File: config.mk
export PLATFORM = sky130hd
export DESIGN_NAME = rdtpb_timer
export DESIGN_NICKNAME = d
export VERILOG_FILES = /design/src/rdtpb_pkg.sv /design/src/rdtpb_prescaler.sv /design/src/rdtpb_timer.sv
export SDC_FILE = /design/constraint.sdc
export NUM_CORES = 1
export LEC_CHECK = 0
export BUFFER_PORTS_ARGS = -buffer_cell sky130_fd_sc_hd__buf_2
export CORE_MARGIN = 2
export CORE_UTILIZATION = 30
export CTS_CLUSTER_DIAMETER = 50
export CTS_CLUSTER_SIZE = 30
export DETAILED_ROUTE_END_ITERATION = 12
export GPL_TIMING_DRIVEN = 0
export SLEW_MARGIN = 20
export SYNTH_ARGS = -nofsm -noshare
export SYNTH_HDL_FRONTEND = slang
export SYNTH_SLANG_ARGS = --single-unit
File: constraint.sdc
create_clock -name clock -period 2.4 [get_ports clock]
set_input_delay 0.48 -clock clock [delete_from_list [all_inputs] [get_ports clock]]
set_output_delay 0.48 -clock clock [all_outputs]
set_load 0.05 [all_outputs]
File: src/rdtpb_pkg.sv
// shared constants, field layouts and bus types for the reload timer block
package rdtpb_pkg;
  localparam int          ADDR_W      = 8;
  localparam int          CNT_W       = 10;
  localparam logic [7:0]  OFF_CTRL1   = 8'h00;
  localparam logic [7:0]  OFF_CTRL2   = 8'h04;
  localparam logic [7:0]  OFF_HIGH    = 8'h08;
  localparam logic [7:0]  OFF_RELOAD  = 8'h0c;
  localparam logic [7:0]  OFF_DUTY    = 8'h10;
  localparam logic [7:0]  OFF_PSVAL   = 8'h14;
  localparam logic [7:0]  OFF_BUZZ    = 8'h18;
  localparam logic [7:0]  OFF_IRQ     = 8'h1c;
  localparam logic [7:0]  RST_CTRL1   = 8'h00;
  localparam logic [7:0]  RST_CTRL2   = 8'h08;
  localparam logic [7:0]  RST_HIGH    = 8'h00;
  localparam logic [7:0]  RST_BUZZ    = 8'h0f;
  localparam logic [9:0]  FULL_SCALE  = 10'h3ff;
  localparam int          HI_RELOAD_LSB = 4;
  localparam int          HI_DUTY_LSB   = 0;
  localparam int          IRQ_FLAG_BIT  = 0;
  localparam int          IRQ_IE_BIT    = 1;
  localparam int          IRQ_GIE_BIT   = 2;
  localparam int          INSTR_DIV     = 4;

  typedef struct packed {
    logic       pwmOutputEnable;
    logic       pwmActiveLow;
    logic [2:0] unused;
    logic       oneShotSelect;
    logic       reloadSelect;
    logic       timerEnable;
  } rdtpb_ctrl1_t;

  typedef struct packed {
    logic [1:0] unused;
    logic       clockSourceSelect;
    logic       externalEdgeSelect;
    logic       prescalerEnable_n;
    logic [2:0] prescalerRatioSelect;
  } rdtpb_ctrl2_t;

  typedef struct packed {
    logic       buzzerEnable;
    logic [2:0] unused;
    logic [3:0] buzzerFrequencySelect;
  } rdtpb_buzz_t;

  typedef struct packed {
    logic              psel;
    logic              penable;
    logic              pwrite;
    logic [ADDR_W-1:0] paddr;
    logic [31:0]       pwdata;
  } rdtpb_apb_req_t;

  // low (sel+1) bits set: ratio 1:2 for sel 0 up to 1:256 for sel 7
  function automatic logic [7:0] ratio_mask(input logic [2:0] sel);
    logic [8:0] full;
    full = 9'h002 << sel;
    ratio_mask = 8'(full - 9'h001);
  endfunction : ratio_mask
endpackage : rdtpb_pkg

File: src/rdtpb_prescaler.sv
// power-of-two prescaler with readable count and bypass
module rdtpb_prescaler (
  input  wire logic       clock,
  input  wire logic       sysRst,
  input  wire logic       srcTick,
  input  wire logic       enable_n,
  input  wire logic [2:0] ratioSelect,
  output logic            outTick,
  output logic [7:0]      count
);
  logic [7:0] mask;

  assign mask = rdtpb_pkg::ratio_mask(ratioSelect);

  always_ff @(posedge clock) begin
    if (sysRst) begin
      count <= 8'h00;
    end else if (srcTick) begin
      count <= count + 8'h01;
    end
  end

  // a bypassed prescaler passes every source tick straight through
  always_comb begin
    if (enable_n) begin
      outTick = srcTick;
    end else begin
      outTick = srcTick && ((count & mask) == mask);
    end
  end
endmodule : rdtpb_prescaler

File: src/rdtpb_timer.sv
// reload down timer with pwm and buzzer on a shared pin, apb registers
//
// Decided for this implementation: the register addresses and register access over APB.

module rdtpb_timer #(
  parameter int INSTR_DIV = rdtpb_pkg::INSTR_DIV
) (
  input  wire logic                   clock,
  input  wire logic                   sys_rst,
  input  wire rdtpb_pkg::rdtpb_apb_req_t apbReq,
  output logic                        pready,
  output logic [31:0]                 prdata,
  output logic                        pslverr,
  input  wire logic                   externalClockInput,
  output logic                        sharedOutputPin,
  output logic                        sharedOutputPinOe,
  output logic                        pwmOutput,
  output logic                        buzzerOutput,
  output logic                        irqRequest,
  output logic                        underflowFlag
);
  rdtpb_pkg::rdtpb_ctrl1_t ctrl1;
  rdtpb_pkg::rdtpb_ctrl2_t ctrl2;
  rdtpb_pkg::rdtpb_buzz_t  buzz;
  logic [7:0]  sharedHighBitsReg;
  logic [7:0]  reloadLowByte;
  logic [7:0]  dutyLowByte;
  logic [9:0]  count;
  logic [9:0]  reloadValue;
  logic [9:0]  pwmDutyValue;
  logic        reloadPending;
  logic        underflowIrqEnable;
  logic        globalIrqEnable;
  logic [7:0]  instrCnt;
  logic        instrTick;
  logic [2:0]  extSync;
  logic        extTick;
  logic        srcTick;
  logic        timerTick;
  logic [7:0]  prescalerCountValue;
  logic        underflow;
  logic        busWrite;
  logic        busSetup;
  logic        mapped;
  logic        pwmActive;
  logic        buzzerLevel;
  logic [9:0]  next_count;

  assign busSetup = apbReq.psel && !apbReq.penable;
  assign busWrite = apbReq.psel && apbReq.penable && pready
                    && apbReq.pwrite;

  // instruction clock as an enable pulse from a divider
  always_ff @(posedge clock) begin
    if (sys_rst) begin
      instrCnt <= 8'h00;
    end else if (instrCnt == 8'(INSTR_DIV - 1)) begin
      instrCnt <= 8'h00;
    end else begin
      instrCnt <= instrCnt + 8'h01;
    end
  end
  assign instrTick = (instrCnt == 8'(INSTR_DIV - 1));

  // pin is asynchronous: two flops, then edge detect on the second
  always_ff @(posedge clock) begin
    if (sys_rst) begin
      extSync <= 3'h0;
    end else begin
      extSync <= {extSync[1:0], externalClockInput};
    end
  end

  always_comb begin
    if (ctrl2.externalEdgeSelect) begin
      extTick = extSync[2] && !extSync[1];
    end else begin
      extTick = !extSync[2] && extSync[1];
    end
  end

  // source gated by enable so a stopped timer freezes its prescaler too
  assign srcTick = ctrl1.timerEnable
                   && (ctrl2.clockSourceSelect ? extTick : instrTick);

  rdtpb_prescaler u_prescaler (
    .clock       (clock),
    .sysRst      (sys_rst),
    .srcTick     (srcTick),
    .enable_n    (ctrl2.prescalerEnable_n),
    .ratioSelect (ctrl2.prescalerRatioSelect),
    .outTick     (timerTick),
    .count       (prescalerCountValue)
  );

  assign underflow = timerTick && (count == 10'h000);
  assign mapped = apbReq.paddr == rdtpb_pkg::OFF_CTRL1
               || apbReq.paddr == rdtpb_pkg::OFF_CTRL2
               || apbReq.paddr == rdtpb_pkg::OFF_HIGH
               || apbReq.paddr == rdtpb_pkg::OFF_RELOAD
               || apbReq.paddr == rdtpb_pkg::OFF_DUTY
               || apbReq.paddr == rdtpb_pkg::OFF_PSVAL
               || apbReq.paddr == rdtpb_pkg::OFF_BUZZ
               || apbReq.paddr == rdtpb_pkg::OFF_IRQ;

  // control register one; one-shot drops the enable at its underflow
  always_ff @(posedge clock) begin
    if (sys_rst) begin
      ctrl1 <= rdtpb_pkg::RST_CTRL1;
    end else begin
      if (busWrite && apbReq.paddr == rdtpb_pkg::OFF_CTRL1) begin
        ctrl1 <= apbReq.pwdata[7:0];
      end
      if (underflow && ctrl1.oneShotSelect) begin
        ctrl1.timerEnable <= 1'b0;
      end
    end
  end

  always_ff @(posedge clock) begin
    if (sys_rst) begin
      ctrl2 <= rdtpb_pkg::RST_CTRL2;
      buzz  <= rdtpb_pkg::RST_BUZZ;
    end else if (busWrite) begin
      if (apbReq.paddr == rdtpb_pkg::OFF_CTRL2) begin
        ctrl2 <= apbReq.pwdata[7:0];
      end
      if (apbReq.paddr == rdtpb_pkg::OFF_BUZZ) begin
        buzz <= apbReq.pwdata[7:0];
      end
    end
  end

  // buffered bytes; high bits wait in the shared register until reload low write, or until underflow for duty
  always_ff @(posedge clock) begin
    if (sys_rst) begin
      sharedHighBitsReg <= rdtpb_pkg::RST_HIGH;
      reloadLowByte     <= 8'h00;
      dutyLowByte       <= 8'h00;
    end else if (busWrite) begin
      if (apbReq.paddr == rdtpb_pkg::OFF_HIGH) begin
        sharedHighBitsReg <= apbReq.pwdata[7:0];
      end
      if (apbReq.paddr == rdtpb_pkg::OFF_RELOAD) begin
        reloadLowByte <= apbReq.pwdata[7:0];
      end
      if (apbReq.paddr == rdtpb_pkg::OFF_DUTY) begin
        dutyLowByte <= apbReq.pwdata[7:0];
      end
    end
  end

  // reload buffer completes on the low byte write
  always_ff @(posedge clock) begin
    if (sys_rst) begin
      reloadValue   <= 10'h000;
      reloadPending <= 1'b0;
    end else if (busWrite && apbReq.paddr == rdtpb_pkg::OFF_RELOAD) begin
      reloadValue <= {sharedHighBitsReg[rdtpb_pkg::HI_RELOAD_LSB +: 2],
                      apbReq.pwdata[7:0]};
      reloadPending <= ctrl1.timerEnable;
    end else if (underflow) begin
      reloadPending <= 1'b0;
    end
  end

  always_comb begin
    next_count = count;
    if (busWrite && apbReq.paddr == rdtpb_pkg::OFF_RELOAD
        && !ctrl1.timerEnable) begin
      next_count = {sharedHighBitsReg[rdtpb_pkg::HI_RELOAD_LSB +: 2],
                    apbReq.pwdata[7:0]};
    end else if (underflow) begin
      if (ctrl1.oneShotSelect) begin
        next_count = 10'h000;
      end else if (reloadPending || ctrl1.reloadSelect) begin
        next_count = reloadValue;
      end else begin
        next_count = rdtpb_pkg::FULL_SCALE;
      end
    end else if (timerTick) begin
      next_count = count - 10'h001;
    end
  end

  always_ff @(posedge clock) begin
    if (sys_rst) begin
      count <= 10'h000;
    end else begin
      count <= next_count;
    end
  end

  // duty takes effect only at a frame boundary so a frame is never torn
  always_ff @(posedge clock) begin
    if (sys_rst) begin
      pwmDutyValue <= 10'h000;
    end else if (underflow) begin
      pwmDutyValue <= {sharedHighBitsReg[rdtpb_pkg::HI_DUTY_LSB +: 2],
                       dutyLowByte};
    end
  end

  // interrupt flag: the underflow set wins over a same-cycle clear
  always_ff @(posedge clock) begin
    if (sys_rst) begin
      underflowFlag      <= 1'b0;
      underflowIrqEnable <= 1'b0;
      globalIrqEnable    <= 1'b0;
    end else begin
      if (underflow) begin
        underflowFlag <= 1'b1;
      end else if (busWrite && apbReq.paddr == rdtpb_pkg::OFF_IRQ
                   && !apbReq.pwdata[rdtpb_pkg::IRQ_FLAG_BIT]) begin
        underflowFlag <= 1'b0;
      end
      if (busWrite && apbReq.paddr == rdtpb_pkg::OFF_IRQ) begin
        underflowIrqEnable <= apbReq.pwdata[rdtpb_pkg::IRQ_IE_BIT];
        globalIrqEnable    <= apbReq.pwdata[rdtpb_pkg::IRQ_GIE_BIT];
      end
    end
  end

  always_ff @(posedge clock) begin
    if (sys_rst) begin
      irqRequest <= 1'b0;
    end else begin
      irqRequest <= underflowFlag && underflowIrqEnable
                    && globalIrqEnable;
    end
  end

  // zero count ends the frame, so duty 3ff is active for 1023 ticks
  assign pwmActive = (count != 10'h000) && (count <= pwmDutyValue);

  always_comb begin
    if (buzz.buzzerFrequencySelect[3]) begin
      buzzerLevel = count[buzz.buzzerFrequencySelect[2:0]];
    end else begin
      buzzerLevel = prescalerCountValue[buzz.buzzerFrequencySelect[2:0]];
    end
  end

  always_ff @(posedge clock) begin
    if (sys_rst) begin
      pwmOutput    <= 1'b0;
      buzzerOutput <= 1'b0;
    end else begin
      pwmOutput    <= pwmActive ^ ctrl1.pwmActiveLow;
      buzzerOutput <= buzzerLevel && buzz.buzzerEnable;
    end
  end

  // pin mux: pwm outranks buzzer; either one forces the pin to output
  always_ff @(posedge clock) begin
    if (sys_rst) begin
      sharedOutputPin   <= 1'b0;
      sharedOutputPinOe <= 1'b0;
    end else begin
      sharedOutputPinOe <= ctrl1.pwmOutputEnable
                           || buzz.buzzerEnable;
      if (ctrl1.pwmOutputEnable) begin
        sharedOutputPin <= pwmActive ^ ctrl1.pwmActiveLow;
      end else if (buzz.buzzerEnable) begin
        sharedOutputPin <= buzzerLevel;
      end else begin
        sharedOutputPin <= 1'b0;
      end
    end
  end

  // apb slave: ready one cycle after setup, so every access takes two
  always_ff @(posedge clock) begin
    if (sys_rst) begin
      pready  <= 1'b0;
      pslverr <= 1'b0;
      prdata  <= 32'h0000_0000;
    end else if (busSetup) begin
      pready  <= 1'b1;
      pslverr <= !mapped;
      prdata  <= 32'h0000_0000;
      if (!apbReq.pwrite) begin
        unique case (apbReq.paddr)
          rdtpb_pkg::OFF_CTRL1:  prdata[7:0] <= ctrl1;
          rdtpb_pkg::OFF_CTRL2:  prdata[7:0] <= ctrl2;
          rdtpb_pkg::OFF_HIGH:   prdata[7:0] <= sharedHighBitsReg;
          rdtpb_pkg::OFF_RELOAD: prdata[9:0] <= count;
          rdtpb_pkg::OFF_DUTY:   prdata[9:0] <= pwmDutyValue;
          rdtpb_pkg::OFF_PSVAL:  prdata[7:0] <= prescalerCountValue;
          rdtpb_pkg::OFF_BUZZ:   prdata[7:0] <= buzz;
          rdtpb_pkg::OFF_IRQ: begin
            prdata[rdtpb_pkg::IRQ_FLAG_BIT] <= underflowFlag;
            prdata[rdtpb_pkg::IRQ_IE_BIT]   <= underflowIrqEnable;
            prdata[rdtpb_pkg::IRQ_GIE_BIT]  <= globalIrqEnable;
          end
          default: prdata <= 32'h0000_0000;
        endcase
      end
    end else begin
      pready  <= 1'b0;
      pslverr <= 1'b0;
    end
  end
endmodule : rdtpb_timer

# After elaboration in Yosys (flattened, before gate mapping)
# Index checks and enable logic that the tools add are counted.
dict set report classes {
  mux 24
  reduce_logical 47
  n_lt_le_gt_ge 3
  addsub 4
  bitwise_logic 3
  eq_ne 9
  n_shift 1
}
# cell n
set ops {}
lappend ops {{$mux W10} 6}
lappend ops {{$pmux W5 S7} 1}
lappend ops {{$eq A8 B5 Y1 const B} 4}
lappend ops {{$pmux W3 S8} 1}
lappend ops {{$logic_and A1 B1 Y1} 19}
lappend ops {{$add A8 B1 Y8 const B} 2}
lappend ops {{$eq A8 B4 Y1 const B} 2}
lappend ops {{$mux W1} 13}
lappend ops {{$le A10 B10 Y1} 1}
lappend ops {{$logic_not A10 Y1} 1}
lappend ops {{$reduce_bool A10 Y1} 1}
lappend ops {{$sub A10 B1 Y10 const B} 1}
lappend ops {{$logic_or A1 B1 Y1} 9}
lappend ops {{$and A8 B8 Y8} 1}
lappend ops {{$eq A8 B2 Y1 const B} 1}
lappend ops {{$eq A8 B3 Y1 const B} 1}
lappend ops {{$eq A8 B8 Y1} 1}
lappend ops {{$logic_not A8 Y1} 1}
lappend ops {{$reduce_and A2 Y1} 4}
lappend ops {{$shl A2 B3 Y8 const A} 1}
lappend ops {{$sub A8 B1 Y8 const B} 1}
lappend ops {{$bmux W1 S3} 2}
lappend ops {{$logic_not A1 Y1} 6}
lappend ops {{$reduce_or A2 Y1} 3}
lappend ops {{other kinds (7)} 8}
dict set report totals {
  inputBits 46
  out_inout_bits 40
  word_cells 125
  register_bits 132
}

# Logic depth before layout (Yosys ltp)
dict set report logic_depth {
  ltp_word 10
  depth_mapped 12
  ltp_nobuf 9
}

# Cells and area by module
# From an unflattened synthesis, not the netlist that was laid out.
dict set report unflattened {
  cells_unflattened 656
  hier_area_um2 5796.8
}
# mod seq_area_each_um2 cells_each area_per_inst_um2 n_inst
set by_module_without_submodules {}
lappend by_module_without_submodules {rdtpb_timer 2042.0 597 5293.8 1}
lappend by_module_without_submodules {rdtpb_prescaler 160.2 59 503.0 1}

# Least setup slack after synthesis
# OpenSTA, ideal clock, no wires.
dict set report synth_timing {
  kind {reg2reg}
  start {register ctrl2[2] (netlist name)}
  end {register pwmDutyValue[3]}
  stages_incl_launch_ff 11
  slack_ns -0.175
  n_path_buf 2
  setup_ns 0.128
  t_required_ns 2.272
  arrival_time_ns 2.448
  cell_sequence {dfxtp_1 -> clkbuf_1 -> or3_1 -> ha_1 -> nor3b_1 -> o31ai_1 -> a41oi_1 -> or3_1 -> buf_2 -> mux2i_1 -> nor2_1}
}
dict set report synth_via {
  elab_chain_len 7
}
# element line_no
set synth_lines {}
lappend synth_lines {{start: declaration} rdtpb_timer.sv:23} ;# rdtpb_pkg::rdtpb_ctrl2_t ctrl2;
lappend synth_lines {{start signal: assignment} rdtpb_timer.sv:122} ;# ctrl2 <= rdtpb_pkg::RST_CTRL2;
lappend synth_lines {{start signal: assignment} rdtpb_timer.sv:126} ;# ctrl2 <= apbReq.pwdata[7:0];
lappend synth_lines {{$shl A2 B3 Y8 (*)} rdtpb_pkg.sv:59} ;# full = 9'h002 << sel;
lappend synth_lines {{$sub A8 B1 Y8 (*)} rdtpb_pkg.sv:60} ;# ratio_mask = 8'(full - 9'h001);
lappend synth_lines {{$and A8 B8 Y8} rdtpb_prescaler.sv:28} ;# outTick = srcTick && ((count & mask) == mask);
lappend synth_lines {{$eq A8 B8 Y1 (*)} rdtpb_prescaler.sv:28}
lappend synth_lines {{$logic_and A1 B1 Y1 (*)} rdtpb_prescaler.sv:28}
lappend synth_lines {{$mux W1 (*)} rdtpb_prescaler.sv:25} ;# if (enable_n) begin
lappend synth_lines {{$logic_and A1 B1 Y1 (*)} rdtpb_timer.sv:96} ;# assign underflow = timerTick && (count == 10'h000);
lappend synth_lines {{end signal: assignment} rdtpb_timer.sv:199} ;# pwmDutyValue <= {sharedHighBitsReg[rdtpb_pkg::HI_DUTY_LSB +: 2],
lappend synth_lines {{end: declaration} rdtpb_timer.sv:30} ;# logic [9:0] pwmDutyValue;
# Every way passes the cells marked *; elsewhere a longest branch is shown, timed or not.
# A chain may end at the register's enable or synchronous reset.

# Worst setup path after layout
dict set report layout_timing {
  start {register ctrl2[2] (netlist name)}
  end {register count[9]}
}
dict set report layout_via {
  elab_chain_len 9
  elab_cells_between_ends 10
}
# element line_no
set layout_lines {}
lappend layout_lines {{$shl A2 B3 Y8 (*)} rdtpb_pkg.sv:59}
lappend layout_lines {{$sub A8 B1 Y8 (*)} rdtpb_pkg.sv:60}
lappend layout_lines {{$and A8 B8 Y8} rdtpb_prescaler.sv:28}
lappend layout_lines {{$eq A8 B8 Y1 (*)} rdtpb_prescaler.sv:28}
lappend layout_lines {{$logic_and A1 B1 Y1 (*)} rdtpb_prescaler.sv:28}
lappend layout_lines {{$mux W1 (*)} rdtpb_prescaler.sv:25}
lappend layout_lines {{$logic_and A1 B1 Y1} rdtpb_timer.sv:96}
lappend layout_lines {{$mux W10} rdtpb_timer.sv:173} ;# end else if (underflow) begin
lappend layout_lines {{$mux W10} rdtpb_timer.sv:169} ;# if (busWrite && apbReq.paddr == rdtpb_pkg::OFF_RELOAD
lappend layout_lines {{end signal: assignment} rdtpb_timer.sv:190} ;# count <= next_count;
lappend layout_lines {{end: declaration} rdtpb_timer.sv:28} ;# logic [9:0] count;
# Marks and branches as above.

==> summary.md <==
The tools report the clock root buffer as clkbuf_16. The start of the worst register-to-register path was ctrl2[2]$_SDFFE_PP0P_. Clock slew at the register clock pins of the worst setup and hold paths: 0.07 ns. The logs give 65 for the distinct cell type count after synthesis and 0.00645 ns for the final worst clock skew. The design draws 3500 uW. The run gives 0.0341 as the met3 demand-to-capacity share in global routing.

Endpoint of the worst register-to-register path: count[9]$_SDFFE_PP0P_. The count of buffers from port buffering was 36. The element type at the critical path end was a flop.

The power share of the clock group is 0.390. In the routed design, unresolved DRC markers number 0. The area taken by flip-flops and latches was 0.00221 sq mm; the largest fanout of any net on the critical path was 6. The power density over the cells came out at 505 mW/mm^2. The final layout contains routed wiring with a total length of 17300 um. The count of pins on the block boundary came out at 86.

Setup repair after global routing could not meet its margin everywhere. In this run the core area contains 50 standard-cell rows. Met1 usage in global routing: 0.238. On the final layout, the worst hold slack is 0.342 ns.

TritonCTS created 9 clock buffers. For the setup slack of the critical path after layout, the log shows -0.172 ns. TritonCTS built the clock tree. The via density per instance works out to 5.16. Switching power as a share of total power: 0.258. Routability-driven placement finished with a final weighted congestion of 0.925.

Via count of the first global-routing pass: 4737. The tools report the overall die area as 0.0201 sq mm. The sequential group share of total power is 0.526.

Measured along the x axis, the die boundary spans 142 um. Summing every instance area after synthesis gives 0.00569 sq mm. For the number of antenna violations at the first check in global routing, the log shows 0. The highest-utilization routing layer at the global route stage was met2.

The final standard cell count with taps included and fillers excluded was 987. The run gives 0.268 as the met2 track demand over resource in global routing. The tools report the headroom to the max-slew limit as 0.489. The type of element launching the critical path is a flop. For the worst setup path, the data required time is 2.66 ns. Cts-stage hold buffer count: 0. The tools report the filler cell count as 1923. The run gives 0.305 as the starting density of the core.

The tools report the number of failing hold endpoints at the final stage as 0. The count of state elements after synthesis came out at 110. At the later pin of the worst-skew pair, clock insertion delay measures 0.36 ns. The startpoint identified for the worst hold timing path is externalClockInput. The worst setup slack for register-to-register paths is -0.17 ns. The mean area per synthesized cell came out at 8.52 sq um. The internal portion of the total power is 2590 uW.

Summed over all nets, the switching power comes to 901 uW. The logs give 0 for the final-report max-slew violation count and 0.175 for the aggregate global-route resource usage. The multi-input combinational cells in the finished layout cover a total of 0.00338 sq mm. The checks that failed: negative setup slack.

For the relative contribution of combinational cells to total power, the log shows 0.084. Based on the critical path, the design can be clocked at up to 389 MHz. Once placement completed, the tool counted placed cells totaling 959. Once placement finished, the instance area stood at 0.00629 sq mm.

The count of H-tree levels built during CTS was 3. The run gives 2 as the largest buffer count on any clock path. Among all flip-flop cells after synthesis, the most frequent one is dfxtp_1. For the number of violations reported at the end of detailed-routing iteration 0, the log shows 415. The core region area came out at 0.0186 sq mm. The tools report the endpoint with the worst hold slack as extSync[0]$_SDFF_PP0_. The run finished, with violations left. The core occupancy in the finished layout was 0.371.

The fraction of final layout cells sized beyond drive strength 1 works out to 0.203. Summed over all layers, the global routing overflow is 0. Class of the most critical setup path: reg -> reg. At the worst endpoint, the arrival time is 2.83 ns. Setup violations remaining at the end of the flow were counted as 22. The tools report the pin count of the biggest net entering global routing as 17. The cell count of the worst reg-to-reg path came out at 11. The share of synthesized flip-flops with an asynchronous set or reset was 0; the reported leakage power was 0.00294 uW. The net count of the finished layout is 810. The die boundary height was 142 um.

The first global-routing pass estimated 26700 um of wire. The path class of the tightest hold or removal check is in -> reg. The share of synthesized area occupied by flip-flops and latches came out at 0.387. The worst hold path passes through 2 cells. After layout, the minimum clock period comes to 2.57 ns. For the number of nets with antenna violations after detailed routing, the log shows 0.

Number of enable flip-flop cells after synthesis: 0. From synthesis to final layout, the design area changed by 21.6%. Synthesis handed over a netlist of 668 instances. The number of max-capacitance violations reported came out at 0. Summing over every cut layer, the via total after detailed routing is 5093. For the worst supply voltage drop on vdd, the log shows 0.390 mV.

During synthesis, Yosys emitted a total of 0 warnings. The repair_antennas step left the layout with diodes totalling 0. The transition at the pin with the smallest max-transition slack was 0.764 ns; the first-pass iteration count of the detailed router was 4. The ratio of final minimum period to clock period was 1.07.

The run gives 0.00692 sq mm as the final design instance area without fill. The count of clock tree sinks came out at 110. After detailed routing, the average wire length per cell comes to 17.6 um.

The placed wire-length estimate came out at 12300 um.
## timing repair
item	in CTS	in global routing
endpoints found under the setup margin	29	38
endpoints found under the hold margin	0	0
gates cloned	2	1
gates resized for setup	35	17
buffers inserted	8	7
pin swaps	12	13
## critical path: stages, from the launching register on
cell and delay [ns]:
dfxtp_4 0.35, or3_4 0.38, ha_4 0.20, buf_6 0.12, nor4b_4 0.32, o31ai_4 0.09
a41oi_4 0.35, or2_4 0.20, buf_6 0.14, buf_8 0.12, a31oi_1 0.07, o21a_1 0.13
## synthesized netlist by cell type (5+ instances only)
cell      number  area [sq um]
nor2b_1        8          50.1
clkbuf_1      27           101
xnor2_1        8          70.1
inv_1         22          82.6
mux2_2         6          67.6
nor4_1         6          37.5
a21oi_1       42           210
dfxtp_1      110          2200
mux4_2         8           180
or3_1          6          37.5
xor2_1        11          96.3
a211oi_1       6          45.0
buf_1          5          18.8
nand3_1       44           220
nand3b_1       5          37.5
o21ai_0       20           100
nand2_1       62           233
o22ai_1        5          31.3
a221oi_1       7          61.3
nor3_1         9          45.0
nor2_1        88           330
buf_2          7          35.0
mux2i_1       49           490
ha_1          14           175
buf_4         22           165
## final cells by class
cell class                      count  share of cell area
Multi-Input combinational cell    495               0.488
Sequential cell                   110               0.319
Timing Repair Buffer               53              0.0510
Buffer                             59              0.0510
Tap cell                          234              0.0423
Clock buffer                        9              0.0325
Inverter                           22              0.0119
Clock inverter                      5             0.00416
## flip-flops by register name, indices dropped and copies added (netlist names), 3 cells and up
register	flops
ctrl1	8
ctrl2	8
count	10
sharedHighBitsReg	8
reloadValue	10
pwmDutyValue	10
buzz	8
dutyLowByte	8
extSync	3
instrCnt	8
u_prescaler.count	8
prdata	10
## worst max-delay path by stage
stage,startpoint,end,cells past startpoint
after CTS,ctrl2[0]$_SDFFE_PP0P_,pwmDutyValue[9]$_SDFFE_PP0N_,10
after global placement,ctrl2[1]$_SDFFE_PP0P_,count[9]$_SDFFE_PP0P_,11
after floorplan,ctrl2[1]$_SDFFE_PP0P_,pwmDutyValue[3]$_SDFFE_PP0N_,10
after global routing,ctrl2[2]$_SDFFE_PP0P_,count[7]$_SDFFE_PP0P_,13
after detailed placement,ctrl2[1]$_SDFFE_PP0P_,count[9]$_SDFFE_PP0P_,11
final,ctrl2[2]$_SDFFE_PP0P_,count[9]$_SDFFE_PP0P_,11
## cells in the final DEF (no fill, tap or decap), drive strengths merged, types with 6 or more instances in the layout
cell type / n
dfxtp: 110
nor2: 88
buf: 86
nand2: 62
mux2i: 49
nand3: 45
a21oi: 42
clkbuf: 35
inv: 22
conb: 22
o21ai: 22
ha: 14
xor2: 11
nor3: 11
nor2b: 8
mux4: 8
xnor2: 8
a221oi: 7
a211oi: 6
mux2: 6
or3: 6
nor4: 6
## power by group through the flow
stage	Sequential, uW	Clock, uW	Combinational, uW
after CTS	1840	1380	291
after detailed placement	1880	0	289
after global routing	1840	1450	312
after floorplan	1890	0	200
final	1840	1360	294
after global placement	1880	0	289
## logic make-up (layout without fill, tap and decap cells)
group	Yosys count	in the layout	share of synthesized area
simple gates	257	257	0.213
compound gates	120	120	0.137
flops	110	110	0.387
buf+inv	84	148	0.0728
mux	63	63	0.130
xor+xnor	19	19	0.0292
fa+ha+maj	14	14	0.0308
other cells	1	22	0.000659
## metal layers
| layer | part of all wire | wire, um | up-vias |
|---|---|---|---|
| met4 | 0.028 | 493 | 0 |
| met2 | 0.44 | 7610 | 199 |
| li1 | - | - | 2467 |
| met1 | 0.46 | 7920 | 2400 |
| met5 | 0 | 0 | - |
| met3 | 0.076 | 1320 | 27 |
## through the flow
stage,worst slack [ns],TNS [ns]
2_1_floorplan,0.00672,0
3_3_place_gp,-0.626,-26.25
3_5_place_dp,-0.637,-26.56
4_1_cts,-0.188,-3.43
5_1_grt,-0.323,-5.98
6_report,-0.172,-3.14
Note: power is estimated with default switching activity, not from simulation.
